<file path="src/rtl/cap_cfg.svh">
// constants of the comms access port: offsets, field values, responses
`ifndef CAP_CFG_SVH
`define CAP_CFG_SVH

// register word offsets on the access-port bus
`define CAP_OFS_DATA_WORD 8'h00
`define CAP_OFS_DATA_BLOCK 8'h04
`define CAP_OFS_STATUS 8'h08
`define CAP_OFS_CTRL 8'h0c
`define CAP_OFS_EV_STATUS 8'h10
`define CAP_OFS_EV_ENABLE 8'h14
`define CAP_OFS_EV_CLEAR 8'h18
`define CAP_OFS_IDENTITY 8'hfc
`define CAP_OFS_COM_LAST 8'h7c

// bus answers
`define CAP_RESP_OKAY 2'h0
`define CAP_RESP_SLVERR 2'h2

// identity fields
`define CAP_ID_CLASS 4'h1
`define CAP_ID_TYPE 4'h0
`define CAP_ID_RSVD 5'h00

// control and event layout
`define CAP_CTRL_RESET 1'h1
`define CAP_EV_W 3
`define CAP_EV_ABORTED 0
`define CAP_EV_DRAINED 1
`define CAP_EV_RX 2

`endif

</file>
<file path="src/rtl/cap_pkg.sv">
// types of the comms access port
`include "cap_cfg.svh"

package cap_pkg;

    typedef enum logic [1:0] {CAP_W_IDLE, CAP_W_STALL, CAP_W_RESP} cap_wstate_type;

    typedef struct packed {
        cap_wstate_type wst;
        logic awready;
        logic aw_held;
        logic [7:0] aw_addr;
        logic wready;
        logic w_held;
        logic w_lane0;
        logic [31:0] w_data;
        logic bvalid;
        logic [1:0] bresp;
        logic arready;
        logic rvalid;
        logic [31:0] rdata;
        logic [1:0] rresp;
        logic rx_pop;
        logic rx_prev;
        logic abort_en;
    } cap_top_type;

    typedef struct packed {
        logic hold;
        logic pending;
        logic [31:0] data;
    } cap_push_type;

    typedef struct packed {
        logic [`CAP_EV_W-1:0] status;
        logic [`CAP_EV_W-1:0] enable;
        logic irq;
    } cap_irq_type;

endpackage : cap_pkg

</file>
<file path="src/rtl/cap_push_if.sv">
// link between the register front end and the transmit push stage
`timescale 1ns/1ps
`default_nettype none

interface cap_push_if;
    logic push_valid;
    logic [31:0] push_data;
    logic abandon;
    logic done;
    logic drained;
    logic pending;
    logic space;

    modport ctl (
        output push_valid, push_data, abandon,
        input done, drained, pending, space
    );
    modport eng (
        input push_valid, push_data, abandon,
        output done, drained, pending, space
    );
endinterface : cap_push_if

`default_nettype wire

</file>
<file path="src/rtl/cap_push.sv">
// holds one outgoing word for the transmit engine and the pending flag
`timescale 1ns/1ps
`default_nettype none

module cap_push (
    // clock and reset
    input wire logic aclk,
    input wire logic aresetn,
    // front end
    cap_push_if.eng p,
    // transmit engine
    output logic tx_valid,
    output logic [31:0] tx_data,
    input wire logic tx_ready
);

    cap_pkg::cap_push_type r;
    cap_pkg::cap_push_type n;
    logic take;

    assign take = r.hold && tx_ready;
    assign p.done = take && !r.pending;
    assign p.drained = take && r.pending;
    assign p.pending = r.pending;
    assign p.space = !r.hold && !r.pending && tx_ready;
    assign tx_valid = r.hold;
    assign tx_data = r.data;

    always_comb begin
        n = r;
        if (take) begin
            n.hold = 1'b0;
            n.pending = 1'b0;
        end
        // an abort that meets the acceptance edge loses: the word went out
        if (p.abandon && r.hold && !take) begin
            n.pending = 1'b1;
        end
        if (p.push_valid && !r.hold) begin
            n.hold = 1'b1;
            n.data = p.push_data;
        end
        if (!aresetn) begin
            n = '{hold: 1'b0, pending: 1'b0, data: 32'h0000_0000};
        end
    end

    always_ff @(posedge aclk) begin
        r <= n;
    end

endmodule : cap_push

`default_nettype wire

</file>
<file path="src/rtl/cap_irq.sv">
// sticky event status, enable mask and one level interrupt
`timescale 1ns/1ps
`default_nettype none
`include "cap_cfg.svh"

module cap_irq (
    // clock and reset
    input wire logic aclk,
    input wire logic aresetn,
    // events, one-cycle pulses
    input wire logic [`CAP_EV_W-1:0] events,
    // software access
    input wire logic en_we,
    input wire logic clr_we,
    input wire logic [`CAP_EV_W-1:0] wr_bits,
    output logic [`CAP_EV_W-1:0] status,
    output logic [`CAP_EV_W-1:0] enable,
    // interrupt
    output logic irq
);

    cap_pkg::cap_irq_type r;
    cap_pkg::cap_irq_type n;

    assign status = r.status;
    assign enable = r.enable;
    assign irq = r.irq;

    always_comb begin
        n = r;
        if (clr_we) begin
            n.status = r.status & ~wr_bits;
        end
        // set after clear so a same-cycle event survives the clear
        n.status = n.status | events;
        if (en_we) begin
            n.enable = wr_bits;
        end
        n.irq = |(n.status & n.enable);
        if (!aresetn) begin
            n = '{status: '0, enable: '0, irq: 1'b0};
        end
    end

    always_ff @(posedge aclk) begin
        r <= n;
    end

endmodule : cap_irq

`default_nettype wire

</file>
<file path="src/rtl/cap_top.sv">
// comms access port: register window, abort handling, identity
//
// How it works
// - offsets 0x00-0x7c carry the channel registers and 0x80-0xf8 read zero and ignore writes.
// - the read-only identity register sits at offset 0xfc.
// - the identity class field reads 1, marking a comms access port.
// - abort handling is present and can be switched off by the control register.
// - an abort with no bus write in progress is ignored and changes nothing.
// - an abort during a stalled write ends that write on the same clock.
// - an aborted write that did not finish sets the pending flag until its word is taken.
// - a write ended by an abort is answered with an error response.
// - reads of every register work normally at all times, aborted or not.
// - writes to the data word or data block register while pending answer with an error.
// - only data block writes are accepted without transmit space; data word writes then answer with an error.
// - the type field reads zero; variant, revision and designer are parameters.
`timescale 1ns/1ps
`default_nettype none
`include "cap_cfg.svh"

module cap_top #(
    parameter logic [3:0] VARIANT = 4'h0,
    parameter logic [3:0] REVISION = 4'h0,
    // designer code is arbitrary, set per integration
    parameter logic [10:0] DESIGNER = 11'h0aa
) (
    // clock and reset
    input wire logic aclk,
    input wire logic aresetn,
    // axi4-lite write address
    input wire logic [7:0] awaddr,
    input wire logic awvalid,
    output logic awready,
    // axi4-lite write data
    input wire logic [31:0] wdata,
    input wire logic [3:0] wstrb,
    input wire logic wvalid,
    output logic wready,
    // axi4-lite write response
    output logic [1:0] bresp,
    output logic bvalid,
    input wire logic bready,
    // axi4-lite read address
    input wire logic [7:0] araddr,
    input wire logic arvalid,
    output logic arready,
    // axi4-lite read data
    output logic [31:0] rdata,
    output logic [1:0] rresp,
    output logic rvalid,
    input wire logic rready,
    // abort from the debug port
    input wire logic abort_req,
    // transmit engine
    output logic tx_valid,
    output logic [31:0] tx_data,
    input wire logic tx_ready,
    // receive engine
    input wire logic [31:0] rx_data,
    input wire logic rx_valid,
    output logic rx_pop,
    // interrupt
    output logic irq
);

    ////////////////////////////////////////////////////////////////////////////

    cap_pkg::cap_top_type r;
    cap_pkg::cap_top_type n;
    cap_push_if push ();
    logic [`CAP_EV_W-1:0] ev_status;
    logic [`CAP_EV_W-1:0] ev_enable;
    logic [`CAP_EV_W-1:0] events;
    logic ev_en_we;
    logic ev_clr_we;
    logic [7:0] wsel;
    logic [7:0] rsel;

    // word-aligned offset, low address bits ignored
    function automatic logic [7:0] cap_word(input logic [7:0] a);
        cap_word = {a[7:2], 2'h0};
    endfunction : cap_word

    assign wsel = cap_word(r.aw_addr);
    assign rsel = cap_word(araddr);

    assign awready = r.awready;
    assign wready = r.wready;
    assign bvalid = r.bvalid;
    assign bresp = r.bresp;
    assign arready = r.arready;
    assign rvalid = r.rvalid;
    assign rdata = r.rdata;
    assign rresp = r.rresp;
    assign rx_pop = r.rx_pop;

    ////////////////////////////////////////////////////////////////////////////

    // read data for a word offset; no side effect except the receive pop
    function automatic logic [31:0] cap_read(
        input logic [7:0] sel,
        input logic [31:0] rxd,
        input logic rxv,
        input logic pend,
        input logic txr,
        input logic aen,
        input logic [`CAP_EV_W-1:0] sts,
        input logic [`CAP_EV_W-1:0] ena
    );
        cap_read = 32'h0000_0000;
        case (sel)
            `CAP_OFS_DATA_WORD: begin
                cap_read = rxv ? rxd : 32'h0000_0000;
            end
            `CAP_OFS_STATUS: begin
                cap_read = {29'h0000_0000, rxv, txr, pend};
            end
            `CAP_OFS_CTRL: begin
                cap_read = {31'h0000_0000, aen};
            end
            `CAP_OFS_EV_STATUS: begin
                cap_read = {29'h0000_0000, sts};
            end
            `CAP_OFS_EV_ENABLE: begin
                cap_read = {29'h0000_0000, ena};
            end
            `CAP_OFS_IDENTITY: begin
                cap_read = {REVISION, DESIGNER, `CAP_ID_CLASS, `CAP_ID_RSVD, VARIANT,
                    `CAP_ID_TYPE};
            end
            default: begin
                cap_read = 32'h0000_0000;
            end
        endcase
    endfunction : cap_read

    ////////////////////////////////////////////////////////////////////////////

    always_comb begin
        n = r;
        n.rx_pop = 1'b0;
        n.rx_prev = rx_valid;
        push.push_valid = 1'b0;
        push.push_data = r.w_data;
        push.abandon = 1'b0;
        ev_en_we = 1'b0;
        ev_clr_we = 1'b0;
        events = '0;
        events[`CAP_EV_RX] = rx_valid && !r.rx_prev;
        events[`CAP_EV_DRAINED] = push.drained;

        // address and data are taken independently, in either order
        if (r.awready && awvalid) begin
            n.awready = 1'b0;
            n.aw_held = 1'b1;
            n.aw_addr = awaddr;
        end
        if (r.wready && wvalid) begin
            n.wready = 1'b0;
            n.w_held = 1'b1;
            n.w_data = wdata;
            n.w_lane0 = wstrb[0];
        end

        case (r.wst)
            cap_pkg::CAP_W_IDLE: begin
                if (r.aw_held && r.w_held) begin
                    n.bresp = `CAP_RESP_OKAY;
                    n.wst = cap_pkg::CAP_W_RESP;
                    n.bvalid = 1'b1;
                    case (wsel)
                        `CAP_OFS_DATA_WORD: begin
                            // refused unless the engine has room now, where a block write would wait for it
                            if (push.pending || !push.space) begin
                                n.bresp = `CAP_RESP_SLVERR;
                            end else begin
                                push.push_valid = 1'b1;
                                n.bvalid = 1'b0;
                                n.wst = cap_pkg::CAP_W_STALL;
                            end
                        end
                        `CAP_OFS_DATA_BLOCK: begin
                            if (push.pending) begin
                                n.bresp = `CAP_RESP_SLVERR;
                            end else begin
                                push.push_valid = 1'b1;
                                n.bvalid = 1'b0;
                                n.wst = cap_pkg::CAP_W_STALL;
                            end
                        end
                        `CAP_OFS_CTRL: begin
                            if (r.w_lane0) begin
                                n.abort_en = r.w_data[0];
                            end
                        end
                        `CAP_OFS_EV_ENABLE: begin
                            ev_en_we = r.w_lane0;
                        end
                        `CAP_OFS_EV_CLEAR: begin
                            ev_clr_we = r.w_lane0;
                        end
                        default: begin
                            // read-only, reserved and unused words drop the write
                            n.bresp = `CAP_RESP_OKAY;
                        end
                    endcase
                end
            end
            cap_pkg::CAP_W_STALL: begin
                // normal completion wins over an abort in the same cycle
                if (push.done) begin
                    n.bvalid = 1'b1;
                    n.bresp = `CAP_RESP_OKAY;
                    n.wst = cap_pkg::CAP_W_RESP;
                end else if (abort_req && r.abort_en) begin
                    push.abandon = 1'b1;
                    events[`CAP_EV_ABORTED] = 1'b1;
                    n.bvalid = 1'b1;
                    n.bresp = `CAP_RESP_SLVERR;
                    n.wst = cap_pkg::CAP_W_RESP;
                end
            end
            cap_pkg::CAP_W_RESP: begin
                if (bready) begin
                    n.bvalid = 1'b0;
                    n.aw_held = 1'b0;
                    n.w_held = 1'b0;
                    n.awready = 1'b1;
                    n.wready = 1'b1;
                    n.wst = cap_pkg::CAP_W_IDLE;
                end
            end
            default: begin
                n.wst = cap_pkg::CAP_W_IDLE;
            end
        endcase
        // outside a stall an abort touches nothing: only the stall state decodes it

        // reads never wait and are unaffected by aborts
        if (r.arready && arvalid) begin
            n.arready = 1'b0;
            n.rvalid = 1'b1;
            n.rresp = `CAP_RESP_OKAY;
            n.rdata = cap_read(rsel, rx_data, rx_valid, push.pending, tx_ready,
                r.abort_en, ev_status, ev_enable);
            n.rx_pop = (rsel == `CAP_OFS_DATA_WORD) && rx_valid;
        end else if (r.rvalid && rready) begin
            n.rvalid = 1'b0;
            n.arready = 1'b1;
        end

        if (!aresetn) begin
            n = '{wst: cap_pkg::CAP_W_IDLE, awready: 1'b1, aw_held: 1'b0, aw_addr: 8'h00,
                wready: 1'b1, w_held: 1'b0, w_lane0: 1'b0, w_data: 32'h0000_0000,
                bvalid: 1'b0, bresp: `CAP_RESP_OKAY, arready: 1'b1, rvalid: 1'b0,
                rdata: 32'h0000_0000, rresp: `CAP_RESP_OKAY, rx_pop: 1'b0,
                rx_prev: 1'b0, abort_en: `CAP_CTRL_RESET};
        end
    end

    always_ff @(posedge aclk) begin
        r <= n;
    end

    ////////////////////////////////////////////////////////////////////////////

    cap_push u_push (
        .aclk(aclk),
        .aresetn(aresetn),
        .p(push.eng),
        .tx_valid(tx_valid),
        .tx_data(tx_data),
        .tx_ready(tx_ready)
    );

    cap_irq u_irq (
        .aclk(aclk),
        .aresetn(aresetn),
        .events(events),
        .en_we(ev_en_we),
        .clr_we(ev_clr_we),
        .wr_bits(r.w_data[`CAP_EV_W-1:0]),
        .status(ev_status),
        .enable(ev_enable),
        .irq(irq)
    );

endmodule : cap_top

`default_nettype wire

</file>
<file path="config.mk">
export PLATFORM = sky130hd
export DESIGN_NAME = cap_top
export DESIGN_NICKNAME = d
export VERILOG_FILES = /design/src/rtl/cap_pkg.sv /design/src/rtl/cap_push_if.sv /design/src/rtl/cap_push.sv /design/src/rtl/cap_irq.sv /design/src/rtl/cap_top.sv
export VERILOG_INCLUDE_DIRS = /design/src /design/src/rtl
export SDC_FILE = /design/constraint.sdc
export NUM_CORES = 1
export LEC_CHECK = 0
export BUFFER_PORTS_ARGS = -buffer_cell sky130_fd_sc_hd__clkbuf_2
export CORE_MARGIN = 2
export CORE_UTILIZATION = 54
export DETAILED_ROUTE_END_ITERATION = 6
export GPL_TIMING_DRIVEN = 0
export PLACE_DENSITY = 0.84
export SKIP_CTS_REPAIR_TIMING = 1
export SYNTH_ARGS = -nofsm -noshare
export SYNTH_HDL_FRONTEND = slang
export SYNTH_SLANG_ARGS = --single-unit
</file>
<file path="constraint.sdc">
create_clock -name aclk -period 5.5 [get_ports aclk]
set_input_delay 0.275 -clock aclk [delete_from_list [all_inputs] [get_ports aclk]]
set_output_delay 0.275 -clock aclk [all_outputs]
set_load 0.02 [all_outputs]
</file>
# Yosys cells after proc, flatten, opt, wreduce, memory -nomap -nowiden
# Cells that the tools add are included.
# word_totals
out_inout_bits	76
register_bits	128
in_bits	94
wordCells	124
# op_classes
reduce_logical	36
bitwise_logic	4
n_mux	48
eq_ne	14
# op_table
cell	count
case mux 32 bit (6 select lines)	1
2-to-1 mux 35 bit	1
2-to-1 mux 32 bit	1
2-to-1 mux 2 bit	13
== test 6 x 3 -> 1 bit, second input constant	4
== test 6 x 2 -> 1 bit, second input constant	3
2-to-1 mux 1 bit	18
logical AND 1 bit	16
logical NOT 8 bit	2
2-to-1 mux 3 bit	5
case mux 2 bit (2 select lines)	3
2-to-1 mux 10 bit	1
AND reduction 4 bit	2
nonzero test 2 bit	4
bitwise AND 3 bit	2
== test 6 x 1 -> 1 bit, second input constant	1
== test 6 bit, second input constant	1
case mux 2 bit (3 select lines)	1
AND reduction 3 bit	2
logical NOT 1 bit	5
2-to-1 mux 4 bit	1
!= test 2 bit, second input constant	2
case mux 1 bit (2 select lines)	2
!= test 3 bit, second input constant	1
other kinds (10)	10

# Depth between registers and ports, before layout
# Gate-level depths: netlist of run 1.
# depth
depth_word	11
ltp_mapped	7

# Modules after synthesis
# Synthesis of run 1 repeated with hierarchy kept, for this count alone.
# unflattened
cells_unflattened	596
area_unflattened_um2	5353.9
# by_module_without_submodules
mod	n_inst	area_per_inst_um2	cells_each
cap_top	1	3689.8	422
cap_push	1	1396.3	149
cap_irq	1	267.8	25

# Least setup slack after synthesis of run 1
# OpenSTA, ideal clock, no wires.
# synth_path
path_kind	register to register
from	reg r[83] (netlist name)
to	reg u_irq.r (netlist bit u_irq.irq)
period_less_slack_ps	1940
t_required_ps	5418
path_slack_ps	3560
setup_ps	82
path_stages_with_launch	6
path_buffers	1
arrival_ps	1858
path_cell_list	dfxtp_1 -> or4_4 -> buf_6 -> or4_4 -> a221o_1 -> o221ai_1
# synth_via
elab_chain_len	8
word_cells_on_any_way	13
classes_between	eq/ne (2); mux (8); bitwise (2); reduce/logical (1)
# synth_rtl
item	line_no	rtl
start, declared	cap_top.sv:67	cap_pkg::cap_top_type r;
start signal, assigned	cap_top.sv:261	r <= n;
== test 6 x 3 -> 1 bit	cap_top.sv:170	case (wsel)
2-to-1 mux 1 bit	cap_top.sv:170	
2-to-1 mux 1 bit	cap_top.sv:166	if (r.aw_held && r.w_held) begin
2-to-1 mux 1 bit	cap_top.sv:164	case (r.wst)
2-to-1 mux 3 bit	cap_irq.sv:31	if (clr_we) begin
bitwise OR 3 bit	cap_irq.sv:35	n.status = n.status | events;
bitwise AND 3 bit (*)	cap_irq.sv:39	n.irq = |(n.status & n.enable);
OR reduction 3 bit (*)	cap_irq.sv:39	
end signal, assigned	cap_irq.sv:46	r <= n;
end, declared	cap_irq.sv:22	cap_pkg::cap_irq_type r;
# Mark *: on every way between the ends. The rest lies on a longest branch, timed or not.
# A chain may end at the register's enable or synchronous reset.

# Worst setup path after layout of run 1
# layout_path
from	reg r[83] (netlist name)
to	reg u_push.r (netlist bit u_push.tx_data[11])
# layout_via
elab_chain_len	5
word_cells_on_any_way	6
classes_between	eq/ne (1); mux (3); reduce/logical (2)
# layout_rtl
item	line_no	rtl
== test 6 x 1 -> 1 bit or logical NOT 8 bit (tied branches)	cap_top.sv:170	
case mux 1 bit (2 select lines) (*)	cap_top.sv:170	
2-to-1 mux 1 bit (*)	cap_top.sv:166	
2-to-1 mux 1 bit (*)	cap_top.sv:164	
logical AND 1 bit (*)	cap_push.sv:39	if (p.push_valid && !r.hold) begin
end signal, assigned	cap_push.sv:49	r <= n;
end, declared	cap_push.sv:17	cap_pkg::cap_push_type r;
# Marks and branches as above.

==> flow_summary.yaml, run 1 <==
power:
  ir_drop_mv: 0.199
  power_per_cell_area_nw_per_um2: 356
  finalPower_mw: 2.43
  total_leakage_power_nw: 2.91
sta:
  max_slew_violation_count: 0
  final.period_utilization_pct: 40.2
  hold_violations: 11
  whs_ns: -0.0170
  tightestPinTransition_ns: 0.662
  clock_skew_ns: 0.00724
  finalSetupTns_ns: 0
  fmaxAchievable_mhz: 452
  slew_headroom_pct: 55.8
  setup_viol: 0
  period_minus_slack_ns: 2.21
  setup_repair_after_global_routing_missed_its_margin: "no"
synthesis:
  synthSimpleGateAreaFrac_pct: 18.1
  synth_top_area_share_pct: 48.4
  number_of_synthesized_flops_with_an_enable_pin: 0
  post_synth_inst_count: 615
  synth_sequential_area_ratio_pct: 48.4
  synth_seq_cells: 125
  synth.area.mux_share_pct: 1.02
  largest_family_of_logic_cells_by_synthesized_area: "compound AO/OA/AOI/OAI gates"
  synth_cell_type_count: 54
  synth-warning-count: 0
  synth-adder-area-share_pct: 0.967
  async_flop_share_pct: 0
  synth-compound-area-share_pct: 21.3
  post-synth-top-count-cell: "dfxtp_1"
  synth_ff_type: "dfxtp_1"
  synth_area_leaders: "dfxtp_1, a21oi_1, nand2_1, buf_4, nand3_1"
  synth_cell_area_um2: 5170
  yosys.area_share.xor_xnor_pct: 0
  synth_common_cells: "dfxtp_1, a21oi_1, nand2_1"
  yosysTopAreaCell: "dfxtp_1"
  synth.avg_cell_area_um2: 8.41
routing:
  drc: 0
  drt-initial-drc-count: 294
  drt.antenna.violating_nets: 0
  detail_route.first_pass.iterations: 5
  routed_wl_um: 14400
  detailroute.via_count: 5170
  final_routed_wire_length_divided_by_cell_count_um: 15.3
  viasPerCell: 5.47
critical_path:
  cpMostUsedCell: "buf_6"
  critPathMaxStageDelay_ns: 0.64
  setup.worst_path.class: "reg -> reg"
  worst_path_max_delay_cell: "a2111oi_4"
  timing.rr.end: "u_push.tx_data[11]$_SDFFE_PN0P_"
  regToRegStartpoint: "r[83]$_SDFFE_PN0P_"
  worst_setup_path_start_kind: "register"
  worst-path-buf-inv: 2
  r2r_setup_slack_ns: 3.29
  req_time_crit_path_ns: 5.94
  worstPathArrival_ns: 2.65
  cp_top_family: "compound AO/OA/AOI/OAI gates"
  reg2reg_depth: 6
  setup.worst_path.end_class: "register"
  critPathMaxFanout: 10
  crit_path_cell_trace: "or4_4 > buf_6 > a2111oi_4 > buf_6 > nand3_1 > a21oi_1"
global_routing:
  grt_max_degree: 17
  grt-ovfl-total: 0
  grt_use_met1_pct: 32.9
  first_global_vias: 4847
  initial_antenna_violation_count: 0
  gr-usage-all-layers_pct: 27.7
  gr-usage-met3_pct: 4.99
  global_route_wire_length_before_repair_um: 22500
  grt.met2_usage_pct: 48.4
  globalRoute.busiestLayer: "met2"
min_path:
  min_to: "push.push_data[9]$_SDFFE_PN0P_"
  worst_hold_startpoint: "wdata[9]"
  hold-path-cell-count: 3
  worstHoldPathType: "in -> reg"
flow_run:
  timing.max_cap.violations: 0
cts:
  clock_buffers_created_by_tritoncts: 17
  clock-root-buffer: "clkbuf_8"
  clockBufferDepth: 2
  htree_levels: 4
  worstSkewPairLatency_ns: 0.51
  clkTransAtPathRegs_ns: 0.06
  num_clock_sinks: 125
  cts_tree: "yes"
final_layout:
  fill_cells: 718
  num-nets-final: 901
  post-route-cell-area_um2: 6830
  synth_to_final_area_change_pct: 32.0
  insertedDiodeCount: 0
  final_layout_size_suffix_gt1_share_pct: 30.6
place:
  placement.cell_area_um2: 6120
  portBuffers: 156
  gp_congestion: 0.907
  post-dp-hpwl_um: 10300
outcome:
  violations: "negative hold slack"
  run_status: "complete, but fails checks"
die:
  die_w_um: 102
  io-pin-count: 170
  die_h_um: 102
  core_um2: 9280
  placement_rows: 35
  start_util_pct: 55.7
  dieArea_um2: 10400
[how the worst max path moves through the flow]
stage                                      end          startpoint  depth (start not counted)
4_1_cts        u_push.tx_data[15]$_SDFFE_PN0P_  r[83]$_SDFFE_PN0P_                          6
2_1_floorplan             u_irq.irq$_SDFF_PN0_  r[83]$_SDFFE_PN0P_                          5
6_report       u_push.tx_data[11]$_SDFFE_PN0P_  r[83]$_SDFFE_PN0P_                          6
3_5_place_dp    u_push.tx_data[6]$_SDFFE_PN0P_  r[83]$_SDFFE_PN0P_                          6
5_1_grt        u_push.tx_data[11]$_SDFFE_PN0P_  r[83]$_SDFFE_PN0P_                          6
3_3_place_gp   u_push.tx_data[11]$_SDFFE_PN0P_  r[83]$_SDFFE_PN0P_                          6
[cell families after synthesis]
| logic type | after synthesis |
|---|---|
| AO/OA/AOI/OAI | 186 |
| adder cells (fa/ha/maj) | 4 |
| buffers and inverters | 94 |
| flip-flops | 125 |
| multiplexers | 5 |
| other | 1 |
| AND/OR/NAND/NOR | 200 |
[registers in the layout, summed over array words and instances, names as in the netlist, 3 cells and up]
signal / count
r: 13
u_push.tx_data: 32
rdata: 32
push.push_data: 32
u_irq.enable: 3
u_irq.status: 3
[layout make-up]
type	instances	area (um^2)	area share, %
Clock inverter	13	165	2.42
Tap cell	129	161	2.36
Buffer	82	483	7.07
Clock buffer	19	432	6.32
Timing Repair Buffer	167	891	13.0
Inverter	12	45.0	0.659
Multi-Input combinational cell	398	2150	31.5
Sequential cell	125	2500	36.6
[layer usage]
layer  vias up  wire, um
met5         -         0
met4         0       463
met3        40       800
met2       194      7370
met1      2446      5800
li1       2490         -
[tightest hold or removal path, cell delays in order]
cell and delay (ns):
clkbuf_2 0.08, nand2_1 0.04, a21oi_1 0.05
[where the power goes]
group          total (mW)  leakage [nW]  switching [mW]  internal (mW)
clock                1.12         0.281           0.415          0.704
combinational       0.337          1.62           0.210          0.127
sequential          0.976          1.02          0.0288          0.948
[metrics by stage]
stage	cells	utilization [%]	setup slack (ns)
after CTS	934	72.4	3.30
after global placement	902	66.0	3.39
after floorplan	617	-	3.56
final	945	73.6	3.29
after global routing	945	73.6	3.20
after detailed placement	902	66.0	3.32
[cell usage in the layout (no fill, tap or decap), types with 24 or more instances in the layout]
master	n
clkbuf_2	156
clkbuf_1	32
buf_4	36
dfxtp_1	125
a21oi_1	90
nand2_1	84
o21ai_1	26
a22oi_1	24
nand3_1	42
nor2_1	35
Power figures use the tool's default switching activity.
==> inputs of run 2 (changes only) <==
CORE_UTILIZATION = 50   (was 54)
PLACE_DENSITY = 0.79   (was 0.84)
clock period = 2.1 ns   (was 5.5 ns; I/O delays follow)
==> run 2 against run 1 <==
Non-clock buffer count up 70. Worst setup slack worse by 3.3 ns. Largest power group unchanged. Power grew to 2.8 times the previous value. Fmax increased by 6.4%. Critical endpoint is now u_push.tx_data[31]$_SDFFE_PN0P_. First-iteration DRC count is 20% higher. The flow still finishes with violations (negative hold slack). Sequential cell count unchanged. Largest cell class unchanged. Wire length is 13% higher. Worst hold slack better by 0.0016 ns.
==> flow_summary.yaml, run 2 (synthesis results as in run 1) <==
outcome:
  run_status: "complete, but fails checks"
  violations: "negative hold slack"
global_routing:
  grt-ovfl-total: 0
  initial_antenna_violation_count: 0
  gr-usage-all-layers_pct: 25.5
  global_route_wire_length_before_repair_um: 22700
  grt_max_degree: 17
  first_global_vias: 4772
critical_path:
  setup.worst_path.end_class: "register"
  worstPathArrival_ns: 2.46
  setup.worst_path.class: "reg -> reg"
  worst_setup_path_start_kind: "register"
  critPathMaxFanout: 10
  req_time_crit_path_ns: 2.48
  reg2reg_depth: 6
power:
  finalPower_mw: 6.82
  swShare_pct: 25.7
  share_comb_of_total_power_pct: 14.9
  p_clk_share_pct: 47.5
  fraction_of_power_consumed_by_sequential_logic_pct: 37.6
  p_int_mw: 5.07
  power_switching_mw: 1.75
  power_per_cell_area_nw_per_um2: 893
  ir_drop_mv: 0.511
  total_leakage_power_nw: 3.25
final_layout:
  insertedDiodeCount: 0
  multi_input_comb_area_um2: 2180
  synth_to_final_area_change_pct: 47.6
  fill_cells: 706
  num-nets-final: 971
  layout_commonest_cell: "clkbuf_2"
  ff_latch_area_um2: 2500
  final_layout_size_suffix_gt1_share_pct: 30.0
  post-route-cell-area_um2: 7640
  layout.cells.most_common_list: "clkbuf_2, dfxtp_1, a21oi_1, nand2_1, dlygate4sd3_1"
sta:
  finalSetupTns_ns: 0
  setup_slack_ns: 0.0221
  fmaxAchievable_mhz: 481
  period_minus_slack_ns: 2.08
  slew_headroom_pct: 56.6
  whs_ns: -0.0153
  tightestPinTransition_ns: 0.635
  hold_violations: 6
  final.period_utilization_pct: 98.9
  clock_skew_ns: 0.00880
  max_slew_violation_count: 0
  setup_viol: 0
place:
  portBuffers: 156
  placement.cell_area_um2: 6130
  gp_congestion: 0.836
  dpl_worst_slack_ns: -0.125
  post-dp-hpwl_um: 10400
cts:
  clkTransAtPathRegs_ns: 0.06
  clock-root-buffer: "clkbuf_8"
  clockBufferDepth: 2
  cts_tree: "yes"
  htree_levels: 4
  clock_buffers_created_by_tritoncts: 17
  num_clock_sinks: 125
  worstSkewPairLatency_ns: 0.53
die:
  io-pin-count: 170
  start_util_pct: 50.8
  die_w_um: 106
  core_um2: 10200
  dieArea_um2: 11200
  placement_rows: 37
  die_h_um: 106
routing:
  drt-initial-drc-count: 352
  drc: 0
  detail_route.first_pass.iterations: 5
  routed_wl_um: 16300
  drt.antenna.violating_nets: 0
  viasPerCell: 5.45
  detailroute.via_count: 5575
  final_routed_wire_length_divided_by_cell_count_um: 15.9
flow_run:
  timing.max_cap.violations: 0
min_path:
  worstHoldPathType: "in -> reg"
  hold-path-cell-count: 2
-- run 2: changes by cell type in the layout (fill, tap and decap cells not counted), moves of 2 or more --
cell           previous run  this run
dlygate4sd3_1            11        76
buf_4                    36        43
clkbuf_1                 32        28
clkbuf_2                156       159
buf_2                     8         6
bufinv_16                 3         5
clkbuf_8                  2         4
clkinv_2                  2         0
-- run 2: power by group through the flow --
stage / Clock, mW / Combinational (mW) / Sequential [mW]
after detailed placement: 0 / 0.838 / 2.61
after floorplan: 0 / 0.549 / 2.61
after CTS: 3.26 / 0.847 / 2.56
after global routing: 3.37 / 1.10 / 2.57
final: 3.24 / 1.02 / 2.56
after global placement: 0 / 0.811 / 2.60
-- run 2: stage by stage --
stage	utilization, %	instances
6_report	75.0	1022
5_1_grt	75.0	1022
4_1_cts	66.7	941
3_5_place_dp	60.2	909
3_3_place_gp	60.2	909
2_1_floorplan	-	617
-- run 2: path summary, 6_finish.rpt --
kind / endpoint / start / slack [ns]
worst max-delay path: u_push.tx_data[31]$_SDFFE_PN0P_ / r[83]$_SDFFE_PN0P_ / 0.02
worst min-delay path: awready$_SDFF_PN1_ / awvalid / -0.02
worst max register to register: u_push.tx_data[31]$_SDFFE_PN0P_ / r[83]$_SDFFE_PN0P_ / 0.02
worst min register to register: push.push_data[10]$_SDFFE_PN0P_ / push.push_data[10]$_SDFFE_PN0P_ / 0.46
-- run 2: area by class of cell --
cell class / count / share of cell area, %
multi-input cells: 398 / 28.6
plain buffers: 82 / 6.44
inverters: 12 / 0.590
clock buffers: 20 / 5.96
clock inverters: 12 / 2.72
well taps: 136 / 2.23
flip-flops and latches: 125 / 32.8
repair buffers: 237 / 20.7
-- run 2: worst max-delay path: stages, from the launching register on --
cell and delay (ns):
dfxtp_1 0.33, or4_4 0.54, buf_6 0.15, a2111o_1 0.42, buf_2 0.25, o21ai_1 0.15, a21oi_1 0.09
-- run 2: metal layers --
metal	GRT usage (%)	share of wire, %	wire length [um]	vias up
li1	-	-	-	2622
met1	30.8	40	6510	2636
met2	42.8	50	8130	247
met3	5.94	5.6	913	70
met4	12.3	4.4	716	0
met5	0	0	0	-
==> inputs of run 3 (changes only) <==
CORE_UTILIZATION = 46   (was 50)
PLACE_DENSITY = 0.77   (was 0.79)
clock period = 1.89 ns   (was 2.1 ns; I/O delays follow)
==> run 3 against run 2 <==
The flow finishes with violations (negative hold slack, negative setup slack). Largest power group unchanged. Clock power is 5% lower. Worst hold slack worse by 0.024 ns. Worst setup slack worse by 0.20 ns. Combinational power is 26% higher. Global-route usage is 0.66 points lower. Non-clock buffer count is 1 lower. Clock skew hardly changed. Cell area is 1.3% higher. Critical endpoint is now u_irq.irq$_SDFF_PN0_.
==> flow_summary.yaml, run 3 (synthesis results as in run 1) <==
outcome:
  run_status: "complete, but fails checks"
  violations: "negative hold slack, negative setup slack"
power:
  p_clk_share_pct: 42.6
  fraction_of_power_consumed_by_sequential_logic_pct: 39.5
  power_per_cell_area_nw_per_um2: 935
  total_leakage_power_nw: 3.25
  swShare_pct: 27.0
  ir_drop_mv: 0.827
  share_comb_of_total_power_pct: 17.8
  p_int_mw: 5.28
  power_switching_mw: 1.95
sta:
  max_slew_violation_count: 0
  period_minus_slack_ns: 2.07
  clock_skew_ns: 0.00910
  hold_violations: 2
  setup_repair_after_global_routing_missed_its_margin: "yes"
  tightestPinTransition_ns: 0.678
  finalSetupTns_ns: -2.91
  setup_slack_ns: -0.182
  fmaxAchievable_mhz: 483
  final.period_utilization_pct: 110
  whs_ns: -0.0393
  setup_viol: 32
  slew_headroom_pct: 53.6
die:
  die_h_um: 110
  core_um2: 10900
  die_w_um: 110
  start_util_pct: 47.5
  io-pin-count: 170
  placement_rows: 38
  dieArea_um2: 12100
final_layout:
  ff_latch_area_um2: 2500
  fill_cells: 780
  layout.cells.most_common_list: "clkbuf_2, dfxtp_1, a21oi_1, nand2_1, dlygate4sd3_1"
  final_layout_size_suffix_gt1_share_pct: 32.8
  synth_to_final_area_change_pct: 49.6
  multi_input_comb_area_um2: 2350
  num-nets-final: 971
  postLayoutCoreUtil_pct: 71.1
  insertedDiodeCount: 0
  layout_commonest_cell: "clkbuf_2"
routing:
  detailroute.via_count: 5631
  detail_route.first_pass.iterations: 5
  routedLengthMet1_um: 6730
  met3RoutedLength_um: 1100
  wl_met2_um: 8720
  viasPerCell: 5.49
  drt-initial-drc-count: 416
  drc: 0
  dr.max_layer_used: "met4"
  routed_wl_um: 17200
  final_routed_wire_length_divided_by_cell_count_um: 16.8
  drt.antenna.violating_nets: 0
cts:
  num_clock_sinks: 125
  clock_buffers_created_by_tritoncts: 17
  clkTransAtPathRegs_ns: 0.06
  clock-root-buffer: "clkbuf_8"
  cts_tree: "yes"
  htree_levels: 4
  worstSkewPairLatency_ns: 0.52
  clockBufferDepth: 2
global_routing:
  grt-ovfl-total: 0
  first_global_vias: 4909
  grt_max_degree: 17
  initial_antenna_violation_count: 0
  global_route_wire_length_before_repair_um: 23200
  gr-usage-all-layers_pct: 24.8
critical_path:
  crit_path_cell_trace: "buf_4 > or4b_2 > o41ai_2 > a221o_1 > o221ai_1"
  worst_path_max_delay_cell: "or4b_2"
  worst-path-buf-inv: 1
  critPathMaxStageDelay_ns: 0.69
  setup.worst_path.end_class: "register"
  cp_top_family: "compound AO/OA/AOI/OAI gates"
  setup.worst_path.class: "reg -> reg"
  worst_setup_path_start_kind: "register"
  critPathMaxFanout: 3
  worstPathArrival_ns: 2.45
  req_time_crit_path_ns: 2.27
place:
  gp_congestion: 0.846
  portBuffers: 156
  post-dp-hpwl_um: 10700
flow_run:
  timing.max_cap.violations: 0
min_path:
  worstHoldPathType: "in -> reg"
## run 3: cell types whose count changed in the layout (fill, tap and decap cells not counted), sizes merged
cell | previous run | this run
a2111o | 1 | 2
buf | 56 | 58
bufinv | 5 | 2
clkbuf | 207 | 209
clkinv | 2 | 4
clkinvlp | 3 | 1
dlygate4sd3 | 76 | 75
inv | 14 | 12
## run 3: worst paths after layout
kind	start	to	slack, ns	cells after the start
setup / recovery	r[84]$_SDFFE_PN0P_	u_irq.irq$_SDFF_PN0_	-0.18	5
hold reg to reg	push.push_data[5]$_SDFFE_PN0P_	push.push_data[5]$_SDFFE_PN0P_	0.46	2
setup reg to reg	r[84]$_SDFFE_PN0P_	u_irq.irq$_SDFF_PN0_	-0.18	5
hold / removal	aresetn	u_irq.status[2]$_SDFF_PN0_	-0.04	4
## run 3: power groups by stage
| stage | Combinational, mW | Sequential [mW] | Clock (mW) |
|---|---|---|---|
| CTS | 0.948 | 2.84 | 3.10 |
| global route | 1.40 | 2.87 | 3.23 |
| global placement | 0.903 | 2.89 | 0 |
| detailed placement | 0.934 | 2.90 | 0 |
| floorplan | 0.608 | 2.90 | 0 |
| finish | 1.29 | 2.86 | 3.08 |
## run 3: worst min-delay path, delay by kind of cell
family | cells | cell delay [ns]
buffers and inverters | 2 | 0.15
AO/OA/AOI/OAI | 2 | 0.20
## run 3: cell type report
class | count | area share (%)
Sequential cell | 125 | 32.4
Timing Repair Buffer | 238 | 20.8
Inverter | 12 | 0.582
Buffer | 80 | 6.42
Tap cell | 140 | 2.26
Multi-Input combinational cell | 399 | 30.4
Clock buffer | 24 | 6.08
Clock inverter | 7 | 1.13
## run 3: metal layers
layer	vias up	GRT usage (%)
li1	2633	-
met1	2700	29.6
met2	235	42.5
met3	63	5.06
met4	0	12.1
met5	-	0
## run 3: per-stage QoR
stage          worst slack [ns]  instances  power (mW)  hold slack, ns  area [um^2]
2_1_floorplan           -0.0184        617        3.51           0.195         5180
3_3_place_gp             -0.137        913        3.79           0.319         6140
3_5_place_dp             -0.164        913        3.83           0.324         6140
4_1_cts                  -0.235        944        6.89          -0.223         6700
5_1_grt                  -0.183       1025        7.50       -0.000905         7740
6_report                 -0.182       1025        7.23         -0.0393         7740
